## config.mk

```make
export PLATFORM = sky130hd
export DESIGN_NAME = tbcs_ctrl
export DESIGN_NICKNAME = d
export VERILOG_FILES = /design/src/include/tbcs_pkg.sv /design/src/include/tbcs_crs_if.sv /design/src/logic/tbcs_crs_mux.sv /design/src/logic/tbcs_ctrl.sv
export SDC_FILE = /design/constraint.sdc
export NUM_CORES = 1
export LEC_CHECK = 0
export BUFFER_PORTS_ARGS = -buffer_cell sky130_fd_sc_hd__buf_4
export CAP_MARGIN = 20
export CORE_MARGIN = 10
export CORE_UTILIZATION = 50
export CTS_CLUSTER_SIZE = 20
export DETAILED_ROUTE_END_ITERATION = 6
export PLACE_DENSITY = 0.76
export SLEW_MARGIN = 10
export SYNTH_ARGS = -nofsm -noshare
export SYNTH_HDL_FRONTEND = slang
export SYNTH_HIERARCHICAL = 1
export SYNTH_SLANG_ARGS = --single-unit
```

## constraint.sdc

```tcl
create_clock -name core_clk_i -period 2.24 [get_ports core_clk_i]
set_input_delay 0.448 -clock core_clk_i [delete_from_list [all_inputs] [get_ports core_clk_i]]
set_output_delay 0.448 -clock core_clk_i [all_outputs]
set_load 0.02 [all_outputs]
```

## src/include/tbcs_pkg.sv

```systemverilog
package tbcs_pkg;
   localparam logic [4:0]  REG_RSVD_A      = 5'h15;
   localparam logic [4:0]  REG_LEGACY      = 5'h16;
   localparam int          BIT_LINK_DIS    = 15;
   localparam int          BIT_JAB_DIS     = 14;
   localparam int          BIT_ECHO_DIS    = 13;
   localparam int          BIT_SQE_DIS     = 12;
   localparam int          BIT_SQL_HI      = 11;
   localparam int          BIT_SQL_LO      = 10;
   localparam int          BIT_STICKY_EN   = 9;
   localparam int          BIT_EOF_ERR     = 8;
   localparam int          BIT_DISC        = 7;
   localparam int          BIT_LINK_UP     = 6;
   localparam int          BIT_CRS_HI      = 2;
   localparam int          BIT_CRS_LO      = 1;
   localparam logic [15:0] RSVD_A_RESET    = 16'h0000;
   localparam logic        LINK_DIS_RESET  = 1'b0;
   localparam logic        JAB_DIS_RESET   = 1'b0;
   localparam logic [1:0]  SQL_RESET       = 2'h0;
   localparam logic        STICKY_EN_RESET = 1'b1;
   localparam logic [1:0]  CRS_CTL_RESET   = 2'h0;
   localparam logic [1:0]  SQL_NORMAL      = 2'h0;
   localparam logic [1:0]  SQL_LOW         = 2'h1;
   localparam logic [1:0]  SQL_HIGH        = 2'h2;
   localparam logic [1:0]  SPEED_10        = 2'h0;
   localparam logic [1:0]  SPEED_100       = 2'h1;
   localparam logic [1:0]  SPEED_1000      = 2'h2;
   // clock rate and timing
   localparam int          CLK_HZ          = 10_000_000;
   localparam int          JAB_TIME_MS     = 20;
   localparam int          JAB_CYCLES      = JAB_TIME_MS * (CLK_HZ / 1000);
   localparam int          SQE_TIME_NS     = 1000;
   localparam int          SQE_CYCLES_I    = (SQE_TIME_NS * (CLK_HZ / 1_000_000)) / 1000;
   localparam logic [3:0]  SQE_CYCLES      = SQE_CYCLES_I[3:0];
   typedef enum logic [1:0] {
      JB_IDLE = 2'h0,
      JB_TX   = 2'h1,
      JB_CUT  = 2'h3
   } tbcs_jab_t;
endpackage

```

## src/include/tbcs_crs_if.sv

```systemverilog
`timescale 1ns/100ps
interface tbcs_crs_if;
   logic [1:0] crs_ctl;
   logic       half_duplex;
   logic       rx_dv;
   logic       tx_en;
   logic       crs;
   modport ctl (output crs_ctl, output half_duplex, output rx_dv, output tx_en, input crs);
   modport mux (input crs_ctl, input half_duplex, input rx_dv, input tx_en, output crs);
endinterface

```

## src/logic/tbcs_crs_mux.sv

```systemverilog
`timescale 1ns/100ps
module tbcs_crs_mux (
   input  wire logic  core_clk_i,
   input  wire logic  rst_i,
   tbcs_crs_if.mux    crs_bus
);
   import tbcs_pkg::*;

   typedef struct packed {
      logic crs;
   } tbcs_crs_st_t;

   tbcs_crs_st_t st;
   tbcs_crs_st_t next_st;

   always_comb begin
      next_st = st;
      if (crs_bus.half_duplex) begin
         if (crs_bus.crs_ctl[1] == 1'b0) begin
            next_st.crs = crs_bus.rx_dv | crs_bus.tx_en;
         end else begin
            next_st.crs = crs_bus.rx_dv;
         end
      end else begin
         if (crs_bus.crs_ctl[0] == 1'b0) begin
            next_st.crs = crs_bus.rx_dv;
         end else begin
            next_st.crs = 1'b0;
         end
      end
   end

   always_ff @(posedge core_clk_i or posedge rst_i) begin
      if (rst_i) begin
         st <= '0;
      end else begin
         st <= next_st;
      end
   end

   assign crs_bus.crs = st.crs;
endmodule

```

## src/logic/tbcs_ctrl.sv

```systemverilog
`timescale 1ns/100ps
module tbcs_ctrl #(
   parameter int JAB_LIMIT = tbcs_pkg::JAB_CYCLES
) (
   input  wire logic        core_clk_i,
   input  wire logic        rst_i,
   input  wire logic        soft_rst_i,
   input  wire logic [1:0]  hardware_config_straps_i,
   // decoded management access
   input  wire logic [4:0]  mgmt_addr_i,
   input  wire logic        mgmt_wr_i,
   input  wire logic        mgmt_rd_i,
   input  wire logic [15:0] mgmt_wdata_i,
   output logic      [15:0] mgmt_rdata_o,
   output logic             mgmt_rvalid_o,
   // line state
   input  wire logic [1:0]  speed_i,
   input  wire logic        half_duplex_operation_i,
   input  wire logic        link_integrity_ok_i,
   input  wire logic        eof_error_evt_i,
   input  wire logic        disconnect_evt_i,
   // mac side
   input  wire logic        tx_en_i,
   input  wire logic [3:0]  txd_i,
   input  wire logic        rx_dv_i,
   input  wire logic [3:0]  rxd_i,
   output logic             rx_dv_o,
   output logic      [3:0]  rxd_o,
   output logic             crs_o,
   output logic             tx_enable_o,
   output logic             collision_heartbeat_pulse_o,
   output logic             link_pass_o,
   output logic             link_integrity_bypass_o,
   output logic      [1:0]  squelch_sel_o
);
   import tbcs_pkg::*;

   typedef struct packed {
      logic        strap_done;
      logic        echo_dflt;
      logic        sqe_dflt;
      logic        link_dis;
      logic        jab_dis;
      logic        echo_dis;
      logic        sqe_dis;
      logic [1:0]  sql;
      logic        sticky_en;
      logic        eof_err;
      logic        disc;
      logic [1:0]  crs_ctl;
      logic [15:0] rdata;
      logic        rvalid;
      tbcs_jab_t   jab;
      logic [31:0] jab_cnt;
      logic        tx_en_d;
      logic [3:0]  sqe_cnt;
      logic        hb;
      logic        rx_dv;
      logic [3:0]  rxd;
      logic        tx_out;
      logic        link_pass;
      logic        bypass;
      logic [1:0]  sql_out;
   } tbcs_st_t;

   tbcs_st_t st;
   tbcs_st_t next_st;
   logic     ten_hdx;
   logic     link_up;
   logic     rd_hit;
   logic     crs_q;

   tbcs_crs_if crs_bus ();

   tbcs_crs_mux u_crs (
      .core_clk_i (core_clk_i),
      .rst_i      (rst_i),
      .crs_bus    (crs_bus)
   );

   assign crs_bus.crs_ctl     = st.crs_ctl;
   assign crs_bus.half_duplex = half_duplex_operation_i;
   assign crs_bus.rx_dv       = rx_dv_i;
   assign crs_bus.tx_en       = tx_en_i;
   assign crs_q               = crs_bus.crs;

   assign ten_hdx = (speed_i == SPEED_10) && half_duplex_operation_i;
   assign link_up = st.link_dis | link_integrity_ok_i;
   assign rd_hit  = mgmt_rd_i && (mgmt_addr_i == REG_LEGACY);

   always_comb begin
      next_st        = st;
      next_st.rvalid = 1'b0;

      // strap capture on the first edge after release
      if (!st.strap_done) begin
         next_st.strap_done = 1'b1;
         next_st.echo_dflt  = hardware_config_straps_i[0];
         next_st.sqe_dflt   = hardware_config_straps_i[1];
         next_st.echo_dis   = hardware_config_straps_i[0];
         next_st.sqe_dis    = hardware_config_straps_i[1];
      end

      // register read, reserved space reads zero
      if (mgmt_rd_i) begin
         next_st.rvalid = 1'b1;
         next_st.rdata  = RSVD_A_RESET;
         if (mgmt_addr_i == REG_LEGACY) begin
            next_st.rdata[BIT_LINK_DIS]          = st.link_dis;
            next_st.rdata[BIT_JAB_DIS]           = st.jab_dis;
            next_st.rdata[BIT_ECHO_DIS]          = st.echo_dis;
            next_st.rdata[BIT_SQE_DIS]           = st.sqe_dis;
            next_st.rdata[BIT_SQL_HI:BIT_SQL_LO] = st.sql;
            next_st.rdata[BIT_STICKY_EN]         = st.sticky_en;
            next_st.rdata[BIT_EOF_ERR]           = st.eof_err;
            next_st.rdata[BIT_DISC]              = st.disc;
            next_st.rdata[BIT_LINK_UP]           = link_up;
            next_st.rdata[BIT_CRS_HI:BIT_CRS_LO] = st.crs_ctl;
         end
      end

      // read-clear flags; a new event in the same cycle wins
      if (rd_hit) begin
         next_st.eof_err = 1'b0;
         next_st.disc    = 1'b0;
      end

      // writes touch only the writable fields
      if (mgmt_wr_i && (mgmt_addr_i == REG_LEGACY)) begin
         next_st.link_dis  = mgmt_wdata_i[BIT_LINK_DIS];
         next_st.jab_dis   = mgmt_wdata_i[BIT_JAB_DIS];
         next_st.echo_dis  = mgmt_wdata_i[BIT_ECHO_DIS];
         next_st.sqe_dis   = mgmt_wdata_i[BIT_SQE_DIS];
         next_st.sql       = mgmt_wdata_i[BIT_SQL_HI:BIT_SQL_LO];
         next_st.sticky_en = mgmt_wdata_i[BIT_STICKY_EN];
         next_st.crs_ctl   = mgmt_wdata_i[BIT_CRS_HI:BIT_CRS_LO];
      end

      // software reset
      if (soft_rst_i) begin
         next_st.eof_err = 1'b0;
         next_st.disc    = 1'b0;
         if (!st.sticky_en) begin
            next_st.link_dis = LINK_DIS_RESET;
            next_st.jab_dis  = JAB_DIS_RESET;
            next_st.echo_dis = st.echo_dflt;
            next_st.sqe_dis  = st.sqe_dflt;
            next_st.sql      = SQL_RESET;
            next_st.crs_ctl  = CRS_CTL_RESET;
         end
         next_st.sticky_en = st.sticky_en;
      end

      if (eof_error_evt_i) begin
         next_st.eof_err = 1'b1;
      end
      if (disconnect_evt_i) begin
         next_st.disc = 1'b1;
      end

      // jabber watchdog on the transmit request
      case (st.jab)
         JB_IDLE: begin
            next_st.jab_cnt = '0;
            if (tx_en_i) begin
               next_st.jab = JB_TX;
            end
         end
         JB_TX: begin
            next_st.jab_cnt = st.jab_cnt + 32'h1;
            if (!tx_en_i) begin
               next_st.jab = JB_IDLE;
            end else if (!st.jab_dis && (st.jab_cnt >= JAB_LIMIT - 1)) begin
               next_st.jab = JB_CUT;
            end
         end
         JB_CUT: begin
            next_st.jab_cnt = '0;
            if (!tx_en_i || st.jab_dis) begin
               next_st.jab = JB_IDLE;
            end
         end
         default: begin
            next_st.jab = JB_IDLE;
         end
      endcase
      next_st.tx_out = tx_en_i && (next_st.jab != JB_CUT);

      // heartbeat after each transmit in 10BASE-T half duplex
      next_st.tx_en_d = tx_en_i;
      if (st.sqe_cnt != 4'h0) begin
         next_st.sqe_cnt = st.sqe_cnt - 4'h1;
      end else if (st.tx_en_d && !tx_en_i && ten_hdx && !st.sqe_dis) begin
         next_st.sqe_cnt = SQE_CYCLES;
      end
      next_st.hb = (next_st.sqe_cnt != 4'h0) && ten_hdx && !st.sqe_dis;

      // receive path with transmit echo
      if (ten_hdx && !st.echo_dis && tx_en_i) begin
         next_st.rx_dv = 1'b1;
         next_st.rxd   = txd_i;
      end else begin
         next_st.rx_dv = rx_dv_i;
         next_st.rxd   = rxd_i;
      end

      next_st.link_pass = link_up;
      next_st.bypass    = st.link_dis;
      case (st.sql)
         SQL_LOW:  next_st.sql_out = SQL_LOW;
         SQL_HIGH: next_st.sql_out = SQL_HIGH;
         default:  next_st.sql_out = SQL_NORMAL;
      endcase
   end

   always_ff @(posedge core_clk_i or posedge rst_i) begin
      if (rst_i) begin
         st           <= '0;
         st.sticky_en <= STICKY_EN_RESET;
         st.jab       <= JB_IDLE;
      end else begin
         st <= next_st;
      end
   end

   assign mgmt_rdata_o                = st.rdata;
   assign mgmt_rvalid_o               = st.rvalid;
   assign rx_dv_o                     = st.rx_dv;
   assign rxd_o                       = st.rxd;
   assign crs_o                       = crs_q;
   assign tx_enable_o                 = st.tx_out;
   assign collision_heartbeat_pulse_o = st.hb;
   assign link_pass_o                 = st.link_pass;
   assign link_integrity_bypass_o     = st.bypass;
   assign squelch_sel_o               = st.sql_out;
endmodule

```

Yosys cells after proc, flatten, opt, wreduce, memory -nomap -nowiden
Index checks and enable logic that the tools add are counted.

Add/sub/neg operators: 2. $mul: 0. Div/mod/pow operators: 0. Magnitude comparators: 1. Equal/unequal tests: 6. Shift operators: 0. Multiplexer cells: 25. Bitwise gates (word level): 3. Reductions and logical operators: 26.

Operators with widths (number): case mux 32 bit (2 select lines) (1); adder 32 x 1 -> 32 bit, second input constant (1); >= comparator 32 x 18 -> 1 bit, second input constant (1); 2-to-1 mux 2 bit (9); logical AND 1 bit (12); 2-to-1 mux 11 bit (1); 2-to-1 mux 10 bit (1); 2-to-1 mux 4 bit (2); nonzero test 4 bit (2); 2-to-1 mux 7 bit (1); 2-to-1 mux 1 bit (6); 2-to-1 mux 6 bit (1); case mux 2 bit (3 select lines) (1); nonzero test 3 bit (2); == test 5 bit, second input constant (1); 2-to-1 mux 5 bit (1); == test 2 x 1 -> 1 bit, second input constant (2); == test 2 bit, second input constant (2); logical NOT 1 bit (4); logical NOT 2 bit (2); case mux 2 bit (2 select lines) (1); subtractor 4 x 1 -> 4 bit, second input constant (1); != test 2 bit, second input constant (1); OR 1 bit (2); other kinds (5) (5).

Register bits: 78. Bits in latches: 0. RAM bits: 0. Bits in read-only memories: 0. Input bits: 44. Output and inout port bits: 29. Logic and storage cells: 89. Memories: 0.

Depth between registers and ports, before layout
Gate-level depths: netlist (run 1).

Word-level depth: 9. Gate-level depth with buffers: 8. Mapped depth without buffers: 7.

Modules after synthesis
Netlist (run 1), hierarchy kept.

By module, submodules not included: tbcs_ctrl (times used 1, cells an instance 361, area an instance 3792.4 um2, seq. area each 1928.1 um2); tbcs_crs_mux (times used 1, cells an instance 5, area an instance 56.3 um2, seq. area each 25.0 um2).

Worst setup path after synthesis (run 1)
No wires, ideal clock.

Path kind: reg2reg. Start point: register st[48] (netlist bit). End point: register st[36] (netlist bit). Setup time: 0.066 ns. Data arrival time: 2.037 ns. Required time: 2.174 ns. Setup slack: 0.137 ns. Stages on the path, launching flop included: 8. Buffers on the path: 0. Clock period less this slack: 2.103 ns. Cells stage by stage: dfrtp_1 > inv_1 > ha_1 > nand4b_2 > nor4_4 > nand3_4 > or4_1 > nand2_1.

Word-level cells in the longest chain between the ends: 3. Elaborated cells on any way between the ends: 6. Classes of those cells: eq/ne (2); mux (1); reduce/logical (3).

Ends and longest elaborated chain: start: declaration (line tbcs_ctrl.sv:66) `tbcs_st_t st;`; start signal: assignment (line tbcs_ctrl.sv:222) `st <= next_st;`; == test 2 bit / logical NOT 2 bit (equally long branches) (line tbcs_ctrl.sv:162) `case (st.jab)`; OR reduction 2 bit (no line); case mux 32 bit (2 select lines) / nonzero test 2 bit (equally long branches).

Parallel ways exist; a longest one is shown, timed or not. A chain may end at the register's enable or synchronous reset.

Worst setup path in the final report (run 1)
Start point: register st[48] (netlist bit). End point: register st[38] (netlist bit).

The elaborated chain is that of the path after synthesis.

==> flow_summary.ini, run 1 <==
[synthesis]
ys_ff_latch = 78
synthFlopType = dfrtp_1
yosys_warnings = 6
synth_cell_types = 52
synth_edf_count = 0
syn_area_um2 = 3850
ys_async_sr_fraction_pct = 100
synth_cells = 366
syn_avg_cell_area_um2 = 10.5
yosysSeqAreaShare_pct = 50.7

[die]
fp.dieW_um = 108
num_rows = 31
die_y_um = 108
initial_core_util_pct = 52.2
coreArea_um2 = 7370
num_io_pins = 73
dieArea_um2 = 11600

[global_route]
grt_pass1_vias = 2893
grt_pass1_wl_um = 13800
track_usage_pct = 14.6
grt.overflow.total = 0
grt_max_degree = 28
antenna_found_initial = 0

[timing]
finalMaxSlewViolations = 0
slew_headroom_pct = 50.3
min_period_ps = 2110
skew_ps = 11.0
worstMarginPinSlew_ps = 743
hold_viol = 0
tns_ps = 0
max_freq_mhz = 474
rsz0062_at_grt = false
finalSetupViolations = 0
finalCritPeriodShare_pct = 94.2

[worst_setup_path]
crit_type = register to register
r2r_cells = 7
arrival_ps = 2400
cp-start-kind = register
path_max_fanout = 7
end_kind = register
crit_required_ps = 2530

[cells_and_area]
diodes = 0
nets = 474
layout-drive-gt1-share_pct = 25.0
area_growth_pct = 17.9
final_common_cell = dfrtp_1
mostFrequentLayoutCells = dfrtp_1, buf_4, nor2_1
final_util_pct = 61.6

[clock_network]
cts-root-buf = clkbuf_8
clock_latency_ps = 350
cts_max_level = 3
clock_sinks = 78
numCtsBuffers = 9
cts_tree = yes
path_clk_slew_ps = 90
cts_buffer_depth = 2

[min_path]
min_path_type = input pin to register
whs_path_depth = 1

[routing]
finalWirelength_um = 8140
vias_per_cell = 5.39
num_vias = 2841
ant_nets = 0
route.detailed.drc = 0
drt_iter0_drc = 117
avgRoutedWirePerCell_um = 15.5
firstDrtPassIters = 4

[outcome]
run_status = finished, final reports clean

[placed_design]
gp_congestion = 0.853
place_hpwl_um = 6010
numPortBuffers = 61

[run]
maxCapViolCount = 0

[power_and_ir_drop]
leakage_nw = 2.21
power-per-cell-area_nw_per_um2 = 718
peakVddDrop_mv = 0.415
-- synthesized netlist by cell type, drive strengths merged (9+ instances only) --
| master | count | area (µm²) |
|---|---|---|
| a22o | 13 | 114 |
| buf | 26 | 196 |
| dfrtp | 77 | 1930 |
| inv | 14 | 52.6 |
| mux2 | 9 | 101 |
| nand2 | 28 | 105 |
| nand3 | 12 | 72.6 |
| nor2 | 41 | 154 |
| nor4 | 11 | 83.8 |
| o21ai | 14 | 70.1 |
| xnor2 | 13 | 114 |
-- layer usage --
metal	track usage, %	vias up	wire [µm]
met2	24.3	56	4110
met3	4.31	8	338
met4	5.15	0	131
met5	0	-	0
met1	17.4	1386	3560
li1	-	1391	-
-- flip-flops by register name, summed over array words and instances (netlist names), 2 cells and up --
register	flops
crs_bus.crs_ctl	2
mgmt_rdata_o	12
rxd_o	4
squelch_sel_o	2
st	50
-- cell families (layout without fill, tap and decap cells) --
family	after synthesis	count (layout)	share of synthesized area, %
AOI/OAI and AO/OA	51	51	9.40
other	2	5	0.195
muxes	17	17	4.71
and+or+nand+nor	146	146	21.0
adders and majority gates	7	7	2.28
xor gates and xnor gates	21	21	4.78
buffers and inverters	44	103	6.86
DFF	78	78	50.7
-- what timing repair did --
action                    4_1_cts  5_1_grt
hold endpoints to repair        1        0
hold buffers                    1        0
setup buffers                   0        0
gates resized for setup         0        0
-- final timing paths --
kind | slack [ps] | to | startpoint
hold reg to reg | 440 | link_integrity_bypass_o | next_st[2]
max in group asynchronous | 960 | crs_bus.crs_ctl[1] | rst_i
min in group asynchronous | 530 | u_crs/crs_bus.crs | rst_i
hold / removal | 210 | mgmt_rvalid_o | mgmt_rd_i
setup / recovery | 130 | st[38] | st[48]
setup reg to reg | 130 | st[38] | st[48]
-- where the power goes --
group / switching (W) / internal [W] / leakage (nW)
Clock: 0.000560 / 0.000426 / 0.0956
Sequential: 0.0000782 / 0.00150 / 1.03
Combinational: 0.000399 / 0.000289 / 1.08
-- critical path, cell delays in order, from the launching register on --
cell	delay (ps)
dfrtp_1	360
inv_1	90
ha_1	210
nand4b_2	260
nor4_4	410
nand3_4	150
or4_1	500
nand2_1	90
-- area by class of cell --
| type | count | area (µm²) |
|---|---|---|
| fill | 611 | 2830 |
| sequential | 78 | 1950 |
| multi-input combinational | 247 | 1640 |
| timing repair buffer | 73 | 576 |
| clock buffer | 9 | 124 |
| tap | 99 | 124 |
| clock inverter | 7 | 61.3 |
| inverter | 14 | 56.3 |
-- metrics by stage --
step	setup slack (ps)	instance area [µm²]	total power, W	hold WS (ps)	instances
6_report	130	4540	0.00326	205	527
5_1_grt	15.4	4540	0.00346	181	527
4_1_cts	122	4540	0.00329	188	527
3_5_place_dp	144	4340	0.00230	320	510
3_3_place_gp	187	4340	0.00226	313	510
2_1_floorplan	137	3860	0.00208	177	369
No activity file was read; power rests on OpenSTA's default activity.
==> inputs of run 2 (changes only) <==
PLACE_DENSITY = 0.73   (was 0.76)
clock period = 1.95 ns   (was 2.24 ns; I/O delays follow)
==> run 2 against run 1 <==
- utilization grew 2.4 points
- highest routed layer unchanged
- largest cell class unchanged
- non-clock buffer count grew 15
- wire length grew 3.4%
- critical path type unchanged
- sequential share of layout area shrank 1.6 points
==> flow_summary.ini, run 2 (same netlist as run 1, synthesis figures left out) <==
[outcome]
run_status = finished, final reports clean

[timing]
finalCritPeriodShare_pct = 93.9
skew_ps = 9.63
max_freq_mhz = 546
rsz0062_at_grt = false
tns_ps = 0
worstMarginPinSlew_ps = 579
slew_headroom_pct = 61.3
finalMaxSlewViolations = 0
hold_viol = 0
finalSetupViolations = 0
min_period_ps = 1830

[cells_and_area]
final_cell_count_no_fill = 542
top_register = st
largest_reg_flops = 50
nets = 489
final_common_cell = buf_4
final_cell_area_um2 = 4710
diodes = 0
layout-drive-gt1-share_pct = 28.9
area_growth_pct = 22.5
mostFrequentLayoutCells = buf_4, dfrtp_1, nor2_1

[routing]
drt_iter0_drc = 106
vias_per_cell = 5.27
ant_nets = 0
finalWirelength_um = 8420
num_vias = 2856
avgRoutedWirePerCell_um = 15.5
route.detailed.drc = 0
firstDrtPassIters = 4

[run]
maxCapViolCount = 0

[placed_design]
dpl.cell_count = 521
gp_congestion = 0.793
place_hpwl_um = 6400
placedInstanceArea_um2 = 4420
numPortBuffers = 61

[die]
die_y_um = 108
num_io_pins = 73
num_rows = 31
coreArea_um2 = 7370
dieArea_um2 = 11600
fp.dieW_um = 108
initial_core_util_pct = 52.2

[power_and_ir_drop]
power-per-cell-area_nw_per_um2 = 850
peakVddDrop_mv = 0.454
leakage_nw = 2.32

[clock_network]
cts_buffer_depth = 2
cts_tree = yes
clock_latency_ps = 350
path_clk_slew_ps = 80
clock_sinks = 78
cts_max_level = 3
cts-root-buf = clkbuf_8
numCtsBuffers = 9

[worst_setup_path]
path_max_fanout = 6
crit_type = register to register
end_kind = register
cp-start-kind = register
slowest_delay_ps = 480
crit_slowest_cell = or4_1
crit_required_ps = 2230
critPathTopFamily = simple AND/OR/NAND/NOR gates
critical_path_buf_inv_count = 0
arrival_ps = 2110
path_cells = nand4_2 > nor4_4 > nand3_4 > or4_1 > nand2_1

[global_route]
grt_max_degree = 27
track_usage_pct = 15.0
busiest_layer = met2
grt.overflow.total = 0
grt_pass1_wl_um = 14100
antenna_found_initial = 0
grtUsageMet1_pct = 18.4
use_met2_pct = 24.1
grt_pass1_vias = 2858
met3_usage_pct = 3.65

[min_path]
min_path_type = input pin to register
[run 2: worst paths after layout]
| kind | depth (start not counted) | slack, ps | startpoint | end |
|---|---|---|---|---|
| hold / removal | 1 | 160 | mgmt_rd_i | mgmt_rvalid_o |
| max in group asynchronous | 4 | 660 | rst_i | st[25] |
| setup reg to reg | 5 | 120 | st[26] | st[36] |
| hold reg to reg | 0 | 450 | next_st[2] | link_integrity_bypass_o |
| setup / recovery | 5 | 120 | st[26] | st[36] |
| min in group asynchronous | 3 | 460 | rst_i | u_crs/crs_bus.crs |
[run 2: through the flow]
stage / setup slack (ps) / utilization, % / hold slack (ps) / total power (W)
5_1_grt: 6.20 / 64.0 / 151 / 0.00422
3_5_place_dp: 82.2 / 60.0 / 260 / 0.00267
3_3_place_gp: 98.4 / 60.0 / 254 / 0.00262
6_report: 120 / 64.0 / 162 / 0.00401
4_1_cts: 38.5 / 63.1 / 145 / 0.00401
2_1_floorplan: 43.3 / - / 119 / 0.00240
[run 2: final cells by class]
cell class	instances	area (µm²)
Fill cell	603	2660
Sequential cell	78	1950
Multi-Input combinational cell	247	1680
Timing Repair Buffer	88	676
Clock buffer	9	124
Tap cell	99	124
Clock inverter	7	96.3
Inverter	14	56.3
[run 2: where the power goes]
part	total [W]	switching (W)	internal, W
registers	0.00182	0.0000946	0.00173
clock network	0.00134	0.000614	0.000728
logic	0.000843	0.000476	0.000367
[run 2: what timing repair did]
| item | in CTS | in global routing |
|---|---|---|
| hold buffers | 1 | 0 |
| endpoints found under the setup margin | 0 | 13 |
| hold endpoints to repair | 1 | 0 |
| setup buffers | 0 | 4 |
| resized for setup | 0 | 9 |
[run 2: routing by layer]
metal / vias up / routed length [µm]
met5: - / 0
li1: 1408 / -
met3: 14 / 373
met2: 59 / 4190
met1: 1375 / 3660
met4: 0 / 196
